$ cat config.mk
export PLATFORM = sky130hd
export DESIGN_NAME = pbs_status
export DESIGN_NICKNAME = d
export VERILOG_FILES = /design/src/core/pbs_pkg.sv /design/src/core/pbs_status.sv
export VERILOG_INCLUDE_DIRS = /design/src /design/src/core
export SDC_FILE = /design/constraint.sdc
export NUM_CORES = 1
export LEC_CHECK = 0
export BUFFER_PORTS_ARGS = -buffer_cell sky130_fd_sc_hd__buf_2
export CELL_PAD_IN_SITES_DETAIL_PLACEMENT = 1
export CELL_PAD_IN_SITES_GLOBAL_PLACEMENT = 1
export CORE_UTILIZATION = 48
export DETAILED_ROUTE_END_ITERATION = 10
export MAX_ROUTING_LAYER = met4
export PLACE_DENSITY_LB_ADDON = 0.12
export SYNTH_ARGS = -nofsm -noshare
export SYNTH_HDL_FRONTEND = slang
export SYNTH_SLANG_ARGS = --single-unit
$ cat constraint.sdc
create_clock -name CLK -period 3.7 [get_ports CLK]
set_clock_uncertainty 0.1 [all_clocks]
set_input_delay 0.925 -clock CLK [delete_from_list [all_inputs] [get_ports CLK]]
set_output_delay 0.925 -clock CLK [all_outputs]
set_load 0.1 [all_outputs]
$ cat src/core/pbs_regs.svh
// Register map, field positions and frame constants of the basic status block
`ifndef PBS_REGS_SVH
`define PBS_REGS_SVH

// ============================================================
// Register indices on the management interface
`define PBS_REG_CTRL        5'h00
`define PBS_REG_STATUS      5'h01

// ============================================================
// Status register fixed content and reset value
`define PBS_STATUS_FIXED    16'h7849
`define PBS_STATUS_RESET    16'h7849

// Status register bit positions
`define PBS_BIT_FOUR_PAIR   15
`define PBS_BIT_FAST_FD     14
`define PBS_BIT_FAST_HD     13
`define PBS_BIT_TEN_FD      12
`define PBS_BIT_TEN_HD      11
`define PBS_RSVD_HI         10
`define PBS_RSVD_LO         7
`define PBS_BIT_NO_PREAMBLE 6
`define PBS_BIT_AN_DONE     5
`define PBS_BIT_REM_FAULT   4
`define PBS_BIT_AN_CAPABLE  3
`define PBS_BIT_LINK_UP     2
`define PBS_BIT_JABBER      1
`define PBS_BIT_EXT_REGS    0

// Control register field
`define PBS_BIT_AN_RESTART  9

// ============================================================
// Management frame layout
`define PBS_OP_READ         2'h2
`define PBS_OP_WRITE        2'h1
`define PBS_HDR_LAST        4'hb
`define PBS_TA_LAST         4'h1
`define PBS_DATA_LAST       4'hf
`define PBS_CNT_ZERO        4'h0
`define PBS_CNT_ONE         4'h1

// Idle levels of the filtered pins, clock low and data high
`define PBS_PIN_IDLE        2'h1

`endif

$ cat src/core/pbs_pkg.sv
// Types shared by the basic status block
package pbs_pkg;

	// Management frame sequencer states
	typedef enum logic [1:0]
	{
		PBS_IDLE,
		PBS_HDR,
		PBS_TA,
		PBS_DATA
	} pbs_state_t;

endpackage

$ cat src/core/pbs_status.sv
// Port basic status register with its management serial access
`timescale 1ns/1ps
`include "pbs_regs.svh"

// Overview of operation
// - Bit 15 always reads zero since four-pair operation is not supported.
// - Bits 14 and 13 always read one for fast twisted-pair full and half duplex.
// - Bits 12 and 11 always read one for 10 Mb/s full and half duplex.
// - Bits 10 down to 7 are reserved and always read zero.
// - Bit 6 reads one because frames without a preamble are accepted.
// - Bit 5 is set once autonegotiation finishes, marking its results valid.
// - Bit 5 is cleared when autonegotiation is started or restarted in a cycle where it does not also finish.
// - After reset bit 5 and bit 4 both read zero.
// - Bit 4 latches a detected remote fault until a status read clears it.
// - Bit 3 always reads one since autonegotiation is supported.
// - Bit 2 shows link up, latches low on failure and recovers on a read.
// - Bit 1 latches jabber and clears only after a read with jabber gone.
// - Bit 0 always reads one as the extended register set exists.
// - Writing the restart control bit clears bit 5 unless autonegotiation finishes in that cycle; it self-clears at restart.
module pbs_status
	import pbs_pkg::*;
(
	input  wire logic        CLK,
	input  wire logic        RST,
	input  wire logic        MDC,
	input  wire logic        MDIO_I,
	output logic             MDIO_O,
	output logic             MDIO_OE,
	input  wire logic [4:0]  PHY_ADDR,
	input  wire logic        AN_STARTED,
	input  wire logic        AN_DONE,
	input  wire logic        REMOTE_FAULT,
	input  wire logic        LINK_OK,
	input  wire logic        JABBER,
	output logic             AUTONEG_RESTART_REQUEST,
	output logic [15:0]      STATUS_WORD
);

	// ============================================================
	// Pin synchronisers, bit 1 is the clock pin, bit 0 the data pin
	logic [1:0]  sync1_q;
	logic [1:0]  sync2_q;
	logic [1:0]  sync3_q;
	logic [1:0]  pin_q;
	logic        mdc_rise;
	logic        mdio_bit;
	always_ff @(posedge CLK)
	begin
		if (RST)
		begin
			sync1_q <= `PBS_PIN_IDLE;
			sync2_q <= `PBS_PIN_IDLE;
			sync3_q <= `PBS_PIN_IDLE;
			pin_q   <= `PBS_PIN_IDLE;
		end
		else
		begin
			sync1_q <= {MDC, MDIO_I};
			sync2_q <= sync1_q;
			sync3_q <= sync2_q;
			for (int i = 0; i < 2; i++)
			begin
				if (sync2_q[i] == sync3_q[i])
					pin_q[i] <= sync3_q[i];
			end
		end
	end

	// Accepted clock edge when the filtered level turns high
	assign mdc_rise = (sync2_q[1] == sync3_q[1]) && sync3_q[1] && !pin_q[1];
	assign mdio_bit = pin_q[0];

	// ============================================================
	// Strap capture
	logic [4:0]  addr_q;
	always_ff @(posedge CLK)
	begin
		if (RST)
			addr_q <= PHY_ADDR;
	end

	// ============================================================
	// Status word composition
	logic        an_q;
	logic        rf_q;
	logic        link_q;
	logic        jab_q;
	logic        restart_q;
	logic [15:0] status_now;
	logic [15:0] ctrl_now;
	always_comb
	begin
		status_now = `PBS_STATUS_FIXED;
		status_now[`PBS_BIT_FOUR_PAIR] = 1'b0;
		status_now[`PBS_BIT_FAST_FD] = 1'b1;
		status_now[`PBS_BIT_FAST_HD] = 1'b1;
		status_now[`PBS_BIT_TEN_FD] = 1'b1;
		status_now[`PBS_BIT_TEN_HD] = 1'b1;
		status_now[`PBS_RSVD_HI:`PBS_RSVD_LO] = 4'h0;
		status_now[`PBS_BIT_NO_PREAMBLE] = 1'b1;
		status_now[`PBS_BIT_AN_DONE] = an_q;
		status_now[`PBS_BIT_REM_FAULT] = rf_q;
		status_now[`PBS_BIT_AN_CAPABLE] = 1'b1;
		status_now[`PBS_BIT_LINK_UP] = link_q;
		status_now[`PBS_BIT_JABBER] = jab_q;
		status_now[`PBS_BIT_EXT_REGS] = 1'b1;
		ctrl_now = 16'h0000;
		ctrl_now[`PBS_BIT_AN_RESTART] = restart_q;
	end

	// ============================================================
	// Management frame sequencer
	pbs_state_t  state_q;
	logic        prev_q;
	logic [3:0]  cnt_q;
	logic [11:0] hdr_q;
	logic [11:0] hdr_full;
	logic [4:0]  reg_q;
	logic        rd_q;
	logic        hit_q;
	logic [15:0] sh_q;
	logic [15:0] wr_word;
	logic        out_q;
	logic        oe_q;
	logic        read_done_q;
	logic        wr_restart_q;
	logic        hdr_end;
	logic        hdr_hit;
	logic        snap_now;
	always_comb
	begin
		hdr_full = {hdr_q[10:0], mdio_bit};
		wr_word  = {sh_q[14:0], mdio_bit};
		hdr_end  = mdc_rise && (state_q == PBS_HDR) &&
			(cnt_q == `PBS_HDR_LAST);
		hdr_hit  = (hdr_full[9:5] == addr_q) &&
			((hdr_full[11:10] == `PBS_OP_READ) ||
			(hdr_full[11:10] == `PBS_OP_WRITE));
		snap_now = hdr_end && hdr_hit &&
			(hdr_full[11:10] == `PBS_OP_READ) &&
			(hdr_full[4:0] == `PBS_REG_STATUS);
	end

	always_ff @(posedge CLK)
	begin
		if (RST)
		begin
			state_q      <= PBS_IDLE;
			prev_q       <= 1'b1;
			cnt_q        <= `PBS_CNT_ZERO;
			hdr_q        <= 12'h000;
			reg_q        <= 5'h00;
			rd_q         <= 1'b0;
			hit_q        <= 1'b0;
			sh_q         <= 16'h0000;
			out_q        <= 1'b1;
			oe_q         <= 1'b0;
			read_done_q  <= 1'b0;
			wr_restart_q <= 1'b0;
		end
		else
		begin
			read_done_q  <= 1'b0;
			wr_restart_q <= 1'b0;
			if (mdc_rise)
			begin
				case (state_q)
					PBS_IDLE:
					begin
						// Start pattern 0 then 1, preamble optional
						prev_q <= mdio_bit;
						if (!prev_q && mdio_bit)
						begin
							state_q <= PBS_HDR;
							cnt_q   <= `PBS_CNT_ZERO;
						end
					end
					PBS_HDR:
					begin
						hdr_q <= hdr_full;
						cnt_q <= cnt_q + `PBS_CNT_ONE;
						if (hdr_end)
						begin
							state_q <= PBS_TA;
							cnt_q   <= `PBS_CNT_ZERO;
							reg_q   <= hdr_full[4:0];
							rd_q    <= hdr_full[11:10] == `PBS_OP_READ;
							hit_q   <= hdr_hit;
							if (hdr_full[4:0] == `PBS_REG_STATUS)
								sh_q <= status_now;
							else if (hdr_full[4:0] == `PBS_REG_CTRL)
								sh_q <= ctrl_now;
							else
								sh_q <= 16'h0000;
						end
					end
					PBS_TA:
					begin
						cnt_q <= cnt_q + `PBS_CNT_ONE;
						if (rd_q && hit_q)
						begin
							oe_q <= 1'b1;
							out_q <= 1'b0;
						end
						if (cnt_q == `PBS_TA_LAST)
						begin
							state_q <= PBS_DATA;
							cnt_q   <= `PBS_CNT_ZERO;
							if (rd_q && hit_q)
							begin
								out_q <= sh_q[15];
								sh_q  <= {sh_q[14:0], 1'b0};
							end
						end
					end
					PBS_DATA:
					begin
						cnt_q <= cnt_q + `PBS_CNT_ONE;
						if (rd_q)
						begin
							out_q <= sh_q[15];
							sh_q  <= {sh_q[14:0], 1'b0};
						end
						else
							sh_q <= wr_word;
						if (cnt_q == `PBS_DATA_LAST)
						begin
							state_q <= PBS_IDLE;
							prev_q  <= 1'b1;
							oe_q    <= 1'b0;
							out_q   <= 1'b1;
							// Clears follow the end of the read
							read_done_q <= rd_q && hit_q &&
								(reg_q == `PBS_REG_STATUS);
							wr_restart_q <= !rd_q && hit_q &&
								(reg_q == `PBS_REG_CTRL) &&
								wr_word[`PBS_BIT_AN_RESTART];
						end
					end
					default:
					begin
						state_q <= PBS_IDLE;
						oe_q    <= 1'b0;
					end
				endcase
			end
		end
	end

	// ============================================================
	// Events seen while a status read is in flight
	logic        rf_seen_q;
	logic        lf_seen_q;
	logic        jb_seen_q;
	always_ff @(posedge CLK)
	begin
		if (RST)
		begin
			rf_seen_q <= 1'b0;
			lf_seen_q <= 1'b0;
			jb_seen_q <= 1'b0;
		end
		else if (snap_now)
		begin
			rf_seen_q <= REMOTE_FAULT;
			lf_seen_q <= !LINK_OK;
			jb_seen_q <= JABBER;
		end
		else
		begin
			rf_seen_q <= rf_seen_q | REMOTE_FAULT;
			lf_seen_q <= lf_seen_q | !LINK_OK;
			jb_seen_q <= jb_seen_q | JABBER;
		end
	end

	// ============================================================
	// Latched status bits
	always_ff @(posedge CLK)
	begin
		if (RST)
		begin
			rf_q   <= 1'b0;
			link_q <= 1'b0;
			jab_q  <= 1'b0;
		end
		else if (read_done_q)
		begin
			rf_q   <= rf_seen_q | REMOTE_FAULT;
			link_q <= !lf_seen_q & LINK_OK;
			jab_q  <= jb_seen_q | JABBER;
		end
		else
		begin
			rf_q   <= rf_q | REMOTE_FAULT;
			link_q <= link_q & LINK_OK;
			jab_q  <= jab_q | JABBER;
		end
	end

	// ============================================================
	// Autonegotiation complete and restart request
	always_ff @(posedge CLK)
	begin
		if (RST)
			an_q <= 1'b0;
		else if (AN_DONE)
			an_q <= 1'b1;
		else if (AN_STARTED || wr_restart_q)
			an_q <= 1'b0;
	end

	always_ff @(posedge CLK)
	begin
		if (RST)
			restart_q <= 1'b0;
		else if (wr_restart_q)
			restart_q <= 1'b1;
		else if (AN_STARTED)
			restart_q <= 1'b0;
	end

	// ============================================================
	// Outputs
	logic [15:0] stat_q;
	always_ff @(posedge CLK)
	begin
		if (RST)
			stat_q <= `PBS_STATUS_RESET;
		else
			stat_q <= status_now;
	end

	assign MDIO_O                  = out_q;
	assign MDIO_OE                 = oe_q;
	assign AUTONEG_RESTART_REQUEST = restart_q;
	assign STATUS_WORD             = stat_q;
endmodule // pbs_status

==> impl_metrics.csv, run 1 <==
group,metric,value,unit
setup_path,critPathKind,"reg2reg",
setup_path,cp.arrival,2.78,ns
placed_design,placed_cell_area,3230,sq um
synth,ys.flop_type,"dfxtp_1",
finish,fillers,759,
die,rows,29,
outcome,failed_checks,"design-rule violations",
worst_hold_path,hp-class,"reg2reg",
pwr,finalPower,1.58,mW
routing,postRouteAntennaNets,0,
die,coreArea,6420,sq um
finish,antenna_cells,0,
sta,fmax,384,MHz
sta,final.setup.worst_slack,1.10,ns
pwr,powerDensity,459,nW/um^2
setup_path,setup.worst_path.start_class,"flip-flop",
synth,synthCells,341,
die,die_area,7030,sq um
finish,instances_no_fill,435,
finish,ff_latch_area,1450,sq um
finish,drive_above_1_share,0.162,
sta,slew_viol_final,0,
clocking,clock-sinks,70,
setup_path,max_stage_delay,0.67,ns
setup_path,required,3.87,ns
pwr,p_leak,1.36,nW
synth,synth_edf_count,5,
finish,multiInputGateArea,1500,sq um
pwr,cell_internal_pwr,1.17,mW
die,ioPinCount,33,
sta,tns,0,ns
routing,drtIter0Drc,146,
routing,drcViolationCount,2,
finish,fin_util,0.536,
synth,ys_types,56,
clocking,ctsResizeCount,0,
sta,setup_viol,0,
global_routing,grt_overflow,0,
sta,hold-worst-slack,0.319,ns
clocking,path_clk_slew,0.08,ns
synth,netlist.area_leader.share,0.405,
global_routing,grt_pass1_wl,12100,um
pwr,switching_share,0.257,
synth,synth_area,3220,sq um
sta,hold_violations,0,
clocking,cts_buffers,9,
sta,fin_crit,2.60,ns
clocking,h-tree-depth,3,
pwr,comb_power_share,0.074,
routing,first_pass_iters,7,
global_routing,grt_pass1_vias,2493,
setup_path,path_cells,"inv_1, ha_1, or2_2, nor3_2, a22oi_1, a211oi_1",
synth,synth_warnings,0,
setup_path,crit_path_max_fanout,18,
finish,layout.nets,375,
sta,rsz0062_at_grt,"false",
clocking,cts_tree,"built",
placed_design,hpwl,4700,um
synth,synth_area_leaders,"dfxtp_1, a21oi_1, edfxtp_1",
setup_path,end_kind,"flip-flop",
clocking,cts_root_buffer,"clkbuf_8",
global_routing,grt_max_degree,37,
routing,wirelength,7040,um
placed_design,dp_slack,1.13,ns
outcome,status,"complete, but fails checks",
pwr,switchingPower,0.407,mW
synth,postSynthAreaPerCell,9.43,sq um
global_routing,antenna_found_initial,0,
synth,synth_top_area_cell,"dfxtp_1",
placed_design,portBuffers,20,
pwr,power_frac_clock,0.430,
sta,fin_crit_sh,0.703,
flow_run,maxCapViolations,0,
clocking,post-cts-setup-buffers,0,
clocking,clock_path_buffers,2,
pwr,p_seq_frac,0.496,
finish,design_area,3440,sq um
global_routing,track_usage,0.224,
sta,worst_pin_slew,0.754,ns
synth,ys_seq_elements,70,
routing,routedWlPerCell,16.2,um
synth,yosysSeqAreaShare,0.451,
die,die_height,83.9,um
routing,vias_per_cell,5.63,
die,start_util,0.501,
routing,num_vias,2448,
placed_design,dp.cells,419,
synth,async_flop_share,0,
setup_path,critPathSlowestCell,"nor3_2",
placed_design,place_congestion,0.754,
sta,slew-limit-headroom,0.494,
clocking,worstSkewPairLatency,0.35,ns
die,die_w,83.9,um
pwr,vdd_ir_drop_max,0.243,mV
finish,area_delta_synth_final,7.12,%
clocking,ctsHoldBuffers,0,
## routing by layer
metal  global-route usage  vias up  routed length (um)
li1                     -     1216                   -
met1                0.282     1188                3410
met2                0.358       30                3360
met3               0.0445       14                 147
met4               0.0846        0                 114
met5                    -        -                   0
## power groups by stage
stage / Combinational [mW] / Clock, mW / Sequential, mW
5_1_grt: 0.123 / 0.722 / 0.786
3_5_place_dp: 0.118 / 0 / 0.802
2_1_floorplan: 0.0909 / 0 / 0.819
6_report: 0.117 / 0.680 / 0.784
3_3_place_gp: 0.116 / 0 / 0.802
4_1_cts: 0.118 / 0.684 / 0.784
## cell usage after synthesis (7+ instances only)
cell type and n:
nand2_1 15, mux2i_1 15, a21oi_1 39, nor2_1 33, a211oi_2 7, a211oi_1 10, nor2b_1 10, clkbuf_1 7
ha_1 8, o21ai_0 17, inv_1 16, buf_4 13, dfxtp_1 65
## layout make-up
cell class,count,area share
clock inverters,6,0.0251
repair buffers,23,0.0356
flip-flops and latches,70,0.421
well taps,77,0.0280
clock buffers,10,0.0371
multi-input cells,232,0.434
inverters,17,0.0185
## worst paths after layout
path              cells after the start          to  slack, ns       start
setup / recovery                      6     sh_q[5]       1.10  state_q[0]
hold / removal                        1  sync2_q[0]       0.32  sync1_q[0]
setup reg to reg                      6     sh_q[5]       1.10  state_q[0]
hold reg to reg                       1  sync2_q[0]       0.32  sync1_q[0]
## placed cells by master, fill, tap and decap left out, types with 3 or more instances in the layout
master	n
dfxtp_1	65
a21oi_1	39
nor2_1	33
buf_2	20
o21ai_0	17
inv_1	16
nand2_1	15
mux2i_1	15
conb_1	12
nor2b_1	10
a211oi_1	10
clkbuf_8	9
ha_1	8
a211oi_2	7
nand4_1	6
or2_2	5
a22oi_1	5
xor2_1	5
edfxtp_1	5
a31oi_1	4
nand3_1	4
nor4_1	3
a41oi_1	3
buf_4	3
## sequential cells by signal, indices dropped and copies added, names as in the netlist, 2 cells and up, named ones only
signal       cells
state_q          2
pin_q            2
sync1_q          2
sync3_q          2
reg_q            5
sh_q            16
sync2_q          2
hdr_q           11
addr_q           5
cnt_q            4
STATUS_WORD      4
## critical path: cells and delay by family, from the launching register on
family | cells | cell delay (ns)
buffers and inverters | 1 | 0.08
adder cells (fa/ha/maj) | 1 | 0.36
AO/OA/AOI/OAI | 2 | 0.40
AND/OR/NAND/NOR | 2 | 1.18
flip-flops | 1 | 0.38
## kinds of logic (layout without fill, tap and decap cells)
| family | Yosys count | in the layout | synth area share |
|---|---|---|---|
| xor+xnor | 5 | 5 | 0.0136 |
| buf+inv | 49 | 56 | 0.0949 |
| compound gates | 101 | 101 | 0.212 |
| fa+ha+maj | 8 | 8 | 0.0311 |
| simple gates | 91 | 91 | 0.148 |
| flops | 70 | 70 | 0.451 |
| mux | 15 | 15 | 0.0467 |
| other cells | 2 | 12 | 0.00234 |
No activity file was read; power rests on OpenSTA's default activity.
==> run 2, diff against run 1 <==
--- a/config.mk
+++ b/config.mk
@@ -9,7 +9,7 @@
 export BUFFER_PORTS_ARGS = -buffer_cell sky130_fd_sc_hd__buf_2
 export CELL_PAD_IN_SITES_DETAIL_PLACEMENT = 1
 export CELL_PAD_IN_SITES_GLOBAL_PLACEMENT = 1
-export CORE_UTILIZATION = 48
+export CORE_UTILIZATION = 45
 export DETAILED_ROUTE_END_ITERATION = 10
 export MAX_ROUTING_LAYER = met4
 export PLACE_DENSITY_LB_ADDON = 0.12
==> constraint.sdc (replaced) <==
create_clock -name CLK -period 2.45 [get_ports CLK]
set_clock_uncertainty 0.1 [all_clocks]
set_input_delay 0.6125 -clock CLK [delete_from_list [all_inputs] [get_ports CLK]]
set_output_delay 0.6125 -clock CLK [all_outputs]
set_load 0.1 [all_outputs]
==> run 2 against run 1 <==
Net effect:
- the flow now finishes without violations
- utilization shrank 2.8 points
- flip-flop and latch count is the same
- first-iteration DRC count shrank 47%
- global-route usage shrank 1.2 points
- total power grew 44%
- critical path depth grew 1
- combinational power grew 52%
- worst setup slack lost 0.79 ns
- clock-buffer cell count is the same
- die area grew 6.5%
- sequential power grew 51%
==> impl_metrics.csv, run 2 (synthesis results as in run 1) <==
group,metric,value,unit
finish,largest_register_ffs,16,
finish,area_delta_synth_final,8.05,%
sta,setup_viol,0,
routing,first_pass_iters,4,
finish,design_area,3470,sq um
finish,mostFrequentLayoutCells,"dfxtp_1, a21oi_1, nor2_1",
finish,regMostFlops,"sh_q",
routing,drcViolationCount,0,
finish,layout.nets,379,
placed_design,portBuffers,20,
worst_hold_path,hp-class,"reg2reg",
setup_path,crit_path_max_fanout,11,
clocking,path_clk_slew,0.08,ns
setup_path,r2r_cells,7,
setup_path,crit_start,"state_q[0]",
setup_path,r2r_slack,0.31,ns
pwr,powerDensity,654,nW/um^2
sta,fin_crit_sh,0.873,
setup_path,r2r_start,"state_q[0]",
global_routing,grt_pass1_vias,2478,
placed_design,placed_cell_area,3280,sq um
setup_path,critPathKind,"reg2reg",
routing,routedWlPerCell,15.0,um
sta,tns,0,ns
clocking,cts_tree,"built",
pwr,vdd_ir_drop_max,0.308,mV
clocking,ctsHoldBuffers,0,
finish,fillers,827,
finish,fin_util,0.509,
finish,final_common_cell,"dfxtp_1",
die,ioPinCount,33,
routing,num_vias,2465,
worst_hold_path,hold_path_end,"sync2_q[0]",
clocking,worstSkewPairLatency,0.35,ns
routing,drtIter0Drc,78,
outcome,status,"finished clean",
setup_path,required,2.62,ns
sta,hold_violations,0,
finish,drive_above_1_share,0.174,
placed_design,place_congestion,0.725,
global_routing,antenna_found_initial,0,
die,coreArea,6830,sq um
clocking,ctsResizeCount,0,
clocking,cts_root_buffer,"clkbuf_8",
sta,worst_pin_slew,0.530,ns
finish,antenna_cells,0,
sta,fin_crit,2.14,ns
clocking,cts_buffers,9,
clocking,post-cts-setup-buffers,0,
routing,wirelength,6890,um
global_routing,grt_pass1_wl,11700,um
sta,slew_viol_final,0,
die,die_area,7490,sq um
pwr,finalPower,2.27,mW
routing,vias_per_cell,5.38,
sta,fmax,468,MHz
global_routing,grt_overflow,0,
global_routing,track_usage,0.212,
clocking,clock_path_buffers,2,
sta,rsz0062_at_grt,"false",
sta,slew-limit-headroom,0.646,
setup_path,end_kind,"flip-flop",
setup_path,cp.arrival,2.31,ns
die,start_util,0.471,
pwr,p_leak,1.37,nW
routing,postRouteAntennaNets,0,
die,rows,30,
die,die_w,86.5,um
global_routing,grt_max_degree,33,
clocking,clock-sinks,70,
worst_hold_path,min_from,"sync1_q[0]",
clocking,h-tree-depth,3,
worst_hold_path,holdPathStages,1,
die,die_height,86.5,um
setup_path,setup.worst_path.start_class,"flip-flop",
finish,reg.largest.list,"sh_q (16), hdr_q (11)",
flow_run,maxCapViolations,0,
placed_design,hpwl,4790,um
[run 2: cell count changes in the layout (fill, tap and decap cells not counted), sizes merged]
cell	previous run	this run
buf	23	27
bufinv	2	1
inv	16	17
[run 2: layer usage]
layer,GRT usage,routed length [um],vias up
met4,0.114,167,0
met2,0.323,3290,39
li1,-,-,1227
met5,-,0,-
met3,0.0419,202,14
met1,0.267,3230,1185
[run 2: metrics by stage]
| step | worst slack, ns | instances | hold slack, ns |
|---|---|---|---|
| 6_report | 0.312 | 458 | 0.329 |
| 5_1_grt | 0.172 | 458 | 0.313 |
| 4_1_cts | 0.305 | 458 | 0.316 |
| 3_5_place_dp | 0.326 | 442 | 0.310 |
| 3_3_place_gp | 0.384 | 442 | 0.291 |
| 2_1_floorplan | 0.484 | 351 | 0.289 |
[run 2: layout make-up]
cell class                      instances  area (sq um)  share of cell area
Tap cell                               96           120              0.0346
Clock inverter                          6          62.6              0.0180
Inverter                               17          63.8              0.0184
Sequential cell                        70          1450               0.418
Multi-Input combinational cell        232          1500               0.431
Timing Repair Buffer                   27           153              0.0439
Clock buffer                           10           128              0.0367
[run 2: critical path, cell delays in order, from the launching register on]
cell and delay (ns):
dfxtp_1 0.34, inv_1 0.09, ha_1 0.40, or2_2 0.30, buf_4 0.21, o311ai_0 0.15, a31oi_1 0.26, mux2i_1 0.21
[run 2: worst max path at each step]
| stage | end | slack (ns) |
|---|---|---|
| 3_3_place_gp | sh_q[4] | 0.38 |
| 4_1_cts | sh_q[5] | 0.30 |
| 3_5_place_dp | sh_q[5] | 0.33 |
| 2_1_floorplan | sh_q[4] | 0.48 |
| 5_1_grt | sh_q[1] | 0.17 |
| 6_report | flip-flop | 0.31 |
[run 2: where the power goes]
| part | switching, mW | internal [mW] | leakage (nW) | total, mW |
|---|---|---|---|---|
| sequential | 0.0110 | 1.17 | 0.576 | 1.18 |
| combinational | 0.148 | 0.0304 | 0.693 | 0.178 |
| clock | 0.439 | 0.470 | 0.100 | 0.910 |
==> run 3, diff against run 2 <==
--- a/config.mk
+++ b/config.mk
@@ -9,6 +9,7 @@
 export BUFFER_PORTS_ARGS = -buffer_cell sky130_fd_sc_hd__buf_2
 export CELL_PAD_IN_SITES_DETAIL_PLACEMENT = 1
 export CELL_PAD_IN_SITES_GLOBAL_PLACEMENT = 1
+export CORE_MARGIN = 5
 export CORE_UTILIZATION = 45
 export DETAILED_ROUTE_END_ITERATION = 10
 export MAX_ROUTING_LAYER = met4
==> run 3 against run 2 <==
Net effect:
- utilization increased by 0.52 points
- highest routed layer unchanged
- cell area is 1.6% higher
- combinational power grew 2%
- wire length is 0.74% lower
- global-route usage is 4.4 points lower
- final cell count rose by 0.44%
- critical path type unchanged
- flip-flop and latch count stayed put
- non-clock buffer count rose by 2
- critical path depth fell by 1
- largest cell class unchanged
- hold slack got worse by 0.00074 ns
- maximum frequency up 1.3%
==> impl_metrics.csv, run 3 (synthesis results as in run 1) <==
group,metric,value,unit
outcome,status,"finished clean",
global_routing,grt_pass1_wl,11600,um
sta,rsz0062_at_grt,"false",
setup_path,critPathSlowestCell,"a211oi_1",
placed_design,hpwl,4960,um
setup_path,critPathBufInv,1,
die,start_util,0.468,
global_routing,grt_overflow,0,
die,die_w,94.5,um
die,ioPinCount,33,
finish,layout.nets,381,
setup_path,cp.arrival,2.29,ns
flow_run,maxCapViolations,0,
worst_hold_path,hp-class,"reg2reg",
sta,worst_pin_slew,0.575,ns
sta,tns,0,ns
sta,fin_crit,2.11,ns
clocking,h-tree-depth,3,
sta,slew_viol_final,0,
sta,fin_crit_sh,0.861,
global_routing,grt_pass1_vias,2476,
finish,antenna_cells,0,
global_routing,use_met2,0.275,
finish,area_delta_synth_final,9.77,%
die,rows,30,
setup_path,required,2.63,ns
sta,hold_violations,0,
die,die_height,94.5,um
finish,fin_util,0.514,
finish,fillers,811,
routing,num_vias,2436,
setup_path,setup.worst_path.start_class,"flip-flop",
placed_design,place_congestion,0.787,
finish,reg.largest.list,"sh_q (16), hdr_q (11)",
clocking,clock_path_buffers,2,
setup_path,end_kind,"flip-flop",
clocking,worstSkewPairLatency,0.34,ns
sta,fmax,474,MHz
finish,regMostFlops,"sh_q",
finish,drive_above_1_share,0.179,
clocking,post-cts-setup-buffers,0,
pwr,p_leak,1.39,nW
routing,vias_per_cell,5.30,
clocking,ctsHoldBuffers,0,
sta,slew-limit-headroom,0.614,
placed_design,portBuffers,20,
routing,drcViolationCount,0,
setup_path,crit_path_max_fanout,8,
global_routing,antenna_found_initial,0,
pwr,finalPower,2.37,mW
finish,final_common_cell,"dfxtp_1",
die,die_area,8940,sq um
global_routing,track_usage,0.169,
routing,drtIter0Drc,129,
clocking,cts_root_buffer,"clkbuf_8",
setup_path,cp_top_family,"compound AO/OA/AOI/OAI gates",
setup_path,path_cells,"inv_1, ha_1, nor4b_1, a311oi_1, a211oi_1, mux2i_1",
global_routing,grt_max_degree,33,
pwr,vdd_ir_drop_max,0.391,mV
global_routing,use_met3,0.0375,
setup_path,max_stage_delay,0.47,ns
setup_path,critPathKind,"reg2reg",
finish,mostFrequentLayoutCells,"dfxtp_1, a21oi_1, nor2_1",
routing,routedWlPerCell,14.9,um
global_routing,gr-usage-met1,0.207,
clocking,cts_tree,"built",
clocking,ctsResizeCount,0,
clocking,cts_buffers,9,
sta,setup_viol,0,
finish,largest_register_ffs,16,
routing,wirelength,6840,um
pwr,powerDensity,671,nW/um^2
global_routing,top_usage_layer,"met2",
routing,first_pass_iters,4,
clocking,clock-sinks,70,
routing,postRouteAntennaNets,0,
clocking,path_clk_slew,0.07,ns
die,coreArea,6870,sq um
run 3: final cells by class:
type	instances	area (sq um)	share of cell area
Inverter	17	63.8	0.0181
Sequential cell	70	1450	0.411
Clock buffer	12	166	0.0471
Timing Repair Buffer	29	180	0.0510
Tap cell	96	120	0.0340
Clock inverter	4	51.3	0.0145
Multi-Input combinational cell	232	1500	0.424
run 3: final timing paths:
path,startpoint,to,slack (ns),cells after the start
setup reg to reg,state_q[1],state_q[0],0.34,6
hold / removal,sync1_q[0],sync2_q[0],0.33,1
setup / recovery,state_q[1],state_q[0],0.34,6
hold reg to reg,sync1_q[0],sync2_q[0],0.33,1
run 3: layer usage:
metal | wire length, um | share of wire | vias to the layer above
li1 | - | - | 1230
met3 | 186 | 0.027 | 7
met4 | 68 | 0.0099 | 0
met2 | 3400 | 0.50 | 24
met5 | 0 | 0 | -
met1 | 3180 | 0.47 | 1175
run 3: worst reg2reg max path, delay by kind of cell (launching register included):
kind            cells  cell delay [ns]
fa+ha+maj           1             0.31
buf+inv             1             0.08
simple gates        1             0.32
compound gates      2             0.62
flops               1             0.39
mux                 1             0.22
run 3: metrics by stage:
stage	area [sq um]	cells	hold WS [ns]	setup WS, ns
global placement	3310	444	0.295	0.426
floorplan	3250	351	0.289	0.484
CTS	3530	460	0.321	0.324
finish	3530	460	0.328	0.340
detailed placement	3310	444	0.314	0.331
global route	3530	460	0.323	0.181
run 3: power by group:
| group | switching (mW) | leakage, nW | internal [mW] |
|---|---|---|---|
| Clock | 0.441 | 0.108 | 0.562 |
| Sequential | 0.0103 | 0.576 | 1.17 |
| Combinational | 0.149 | 0.708 | 0.0335 |
| Total | 0.600 | 1.39 | 1.77 |
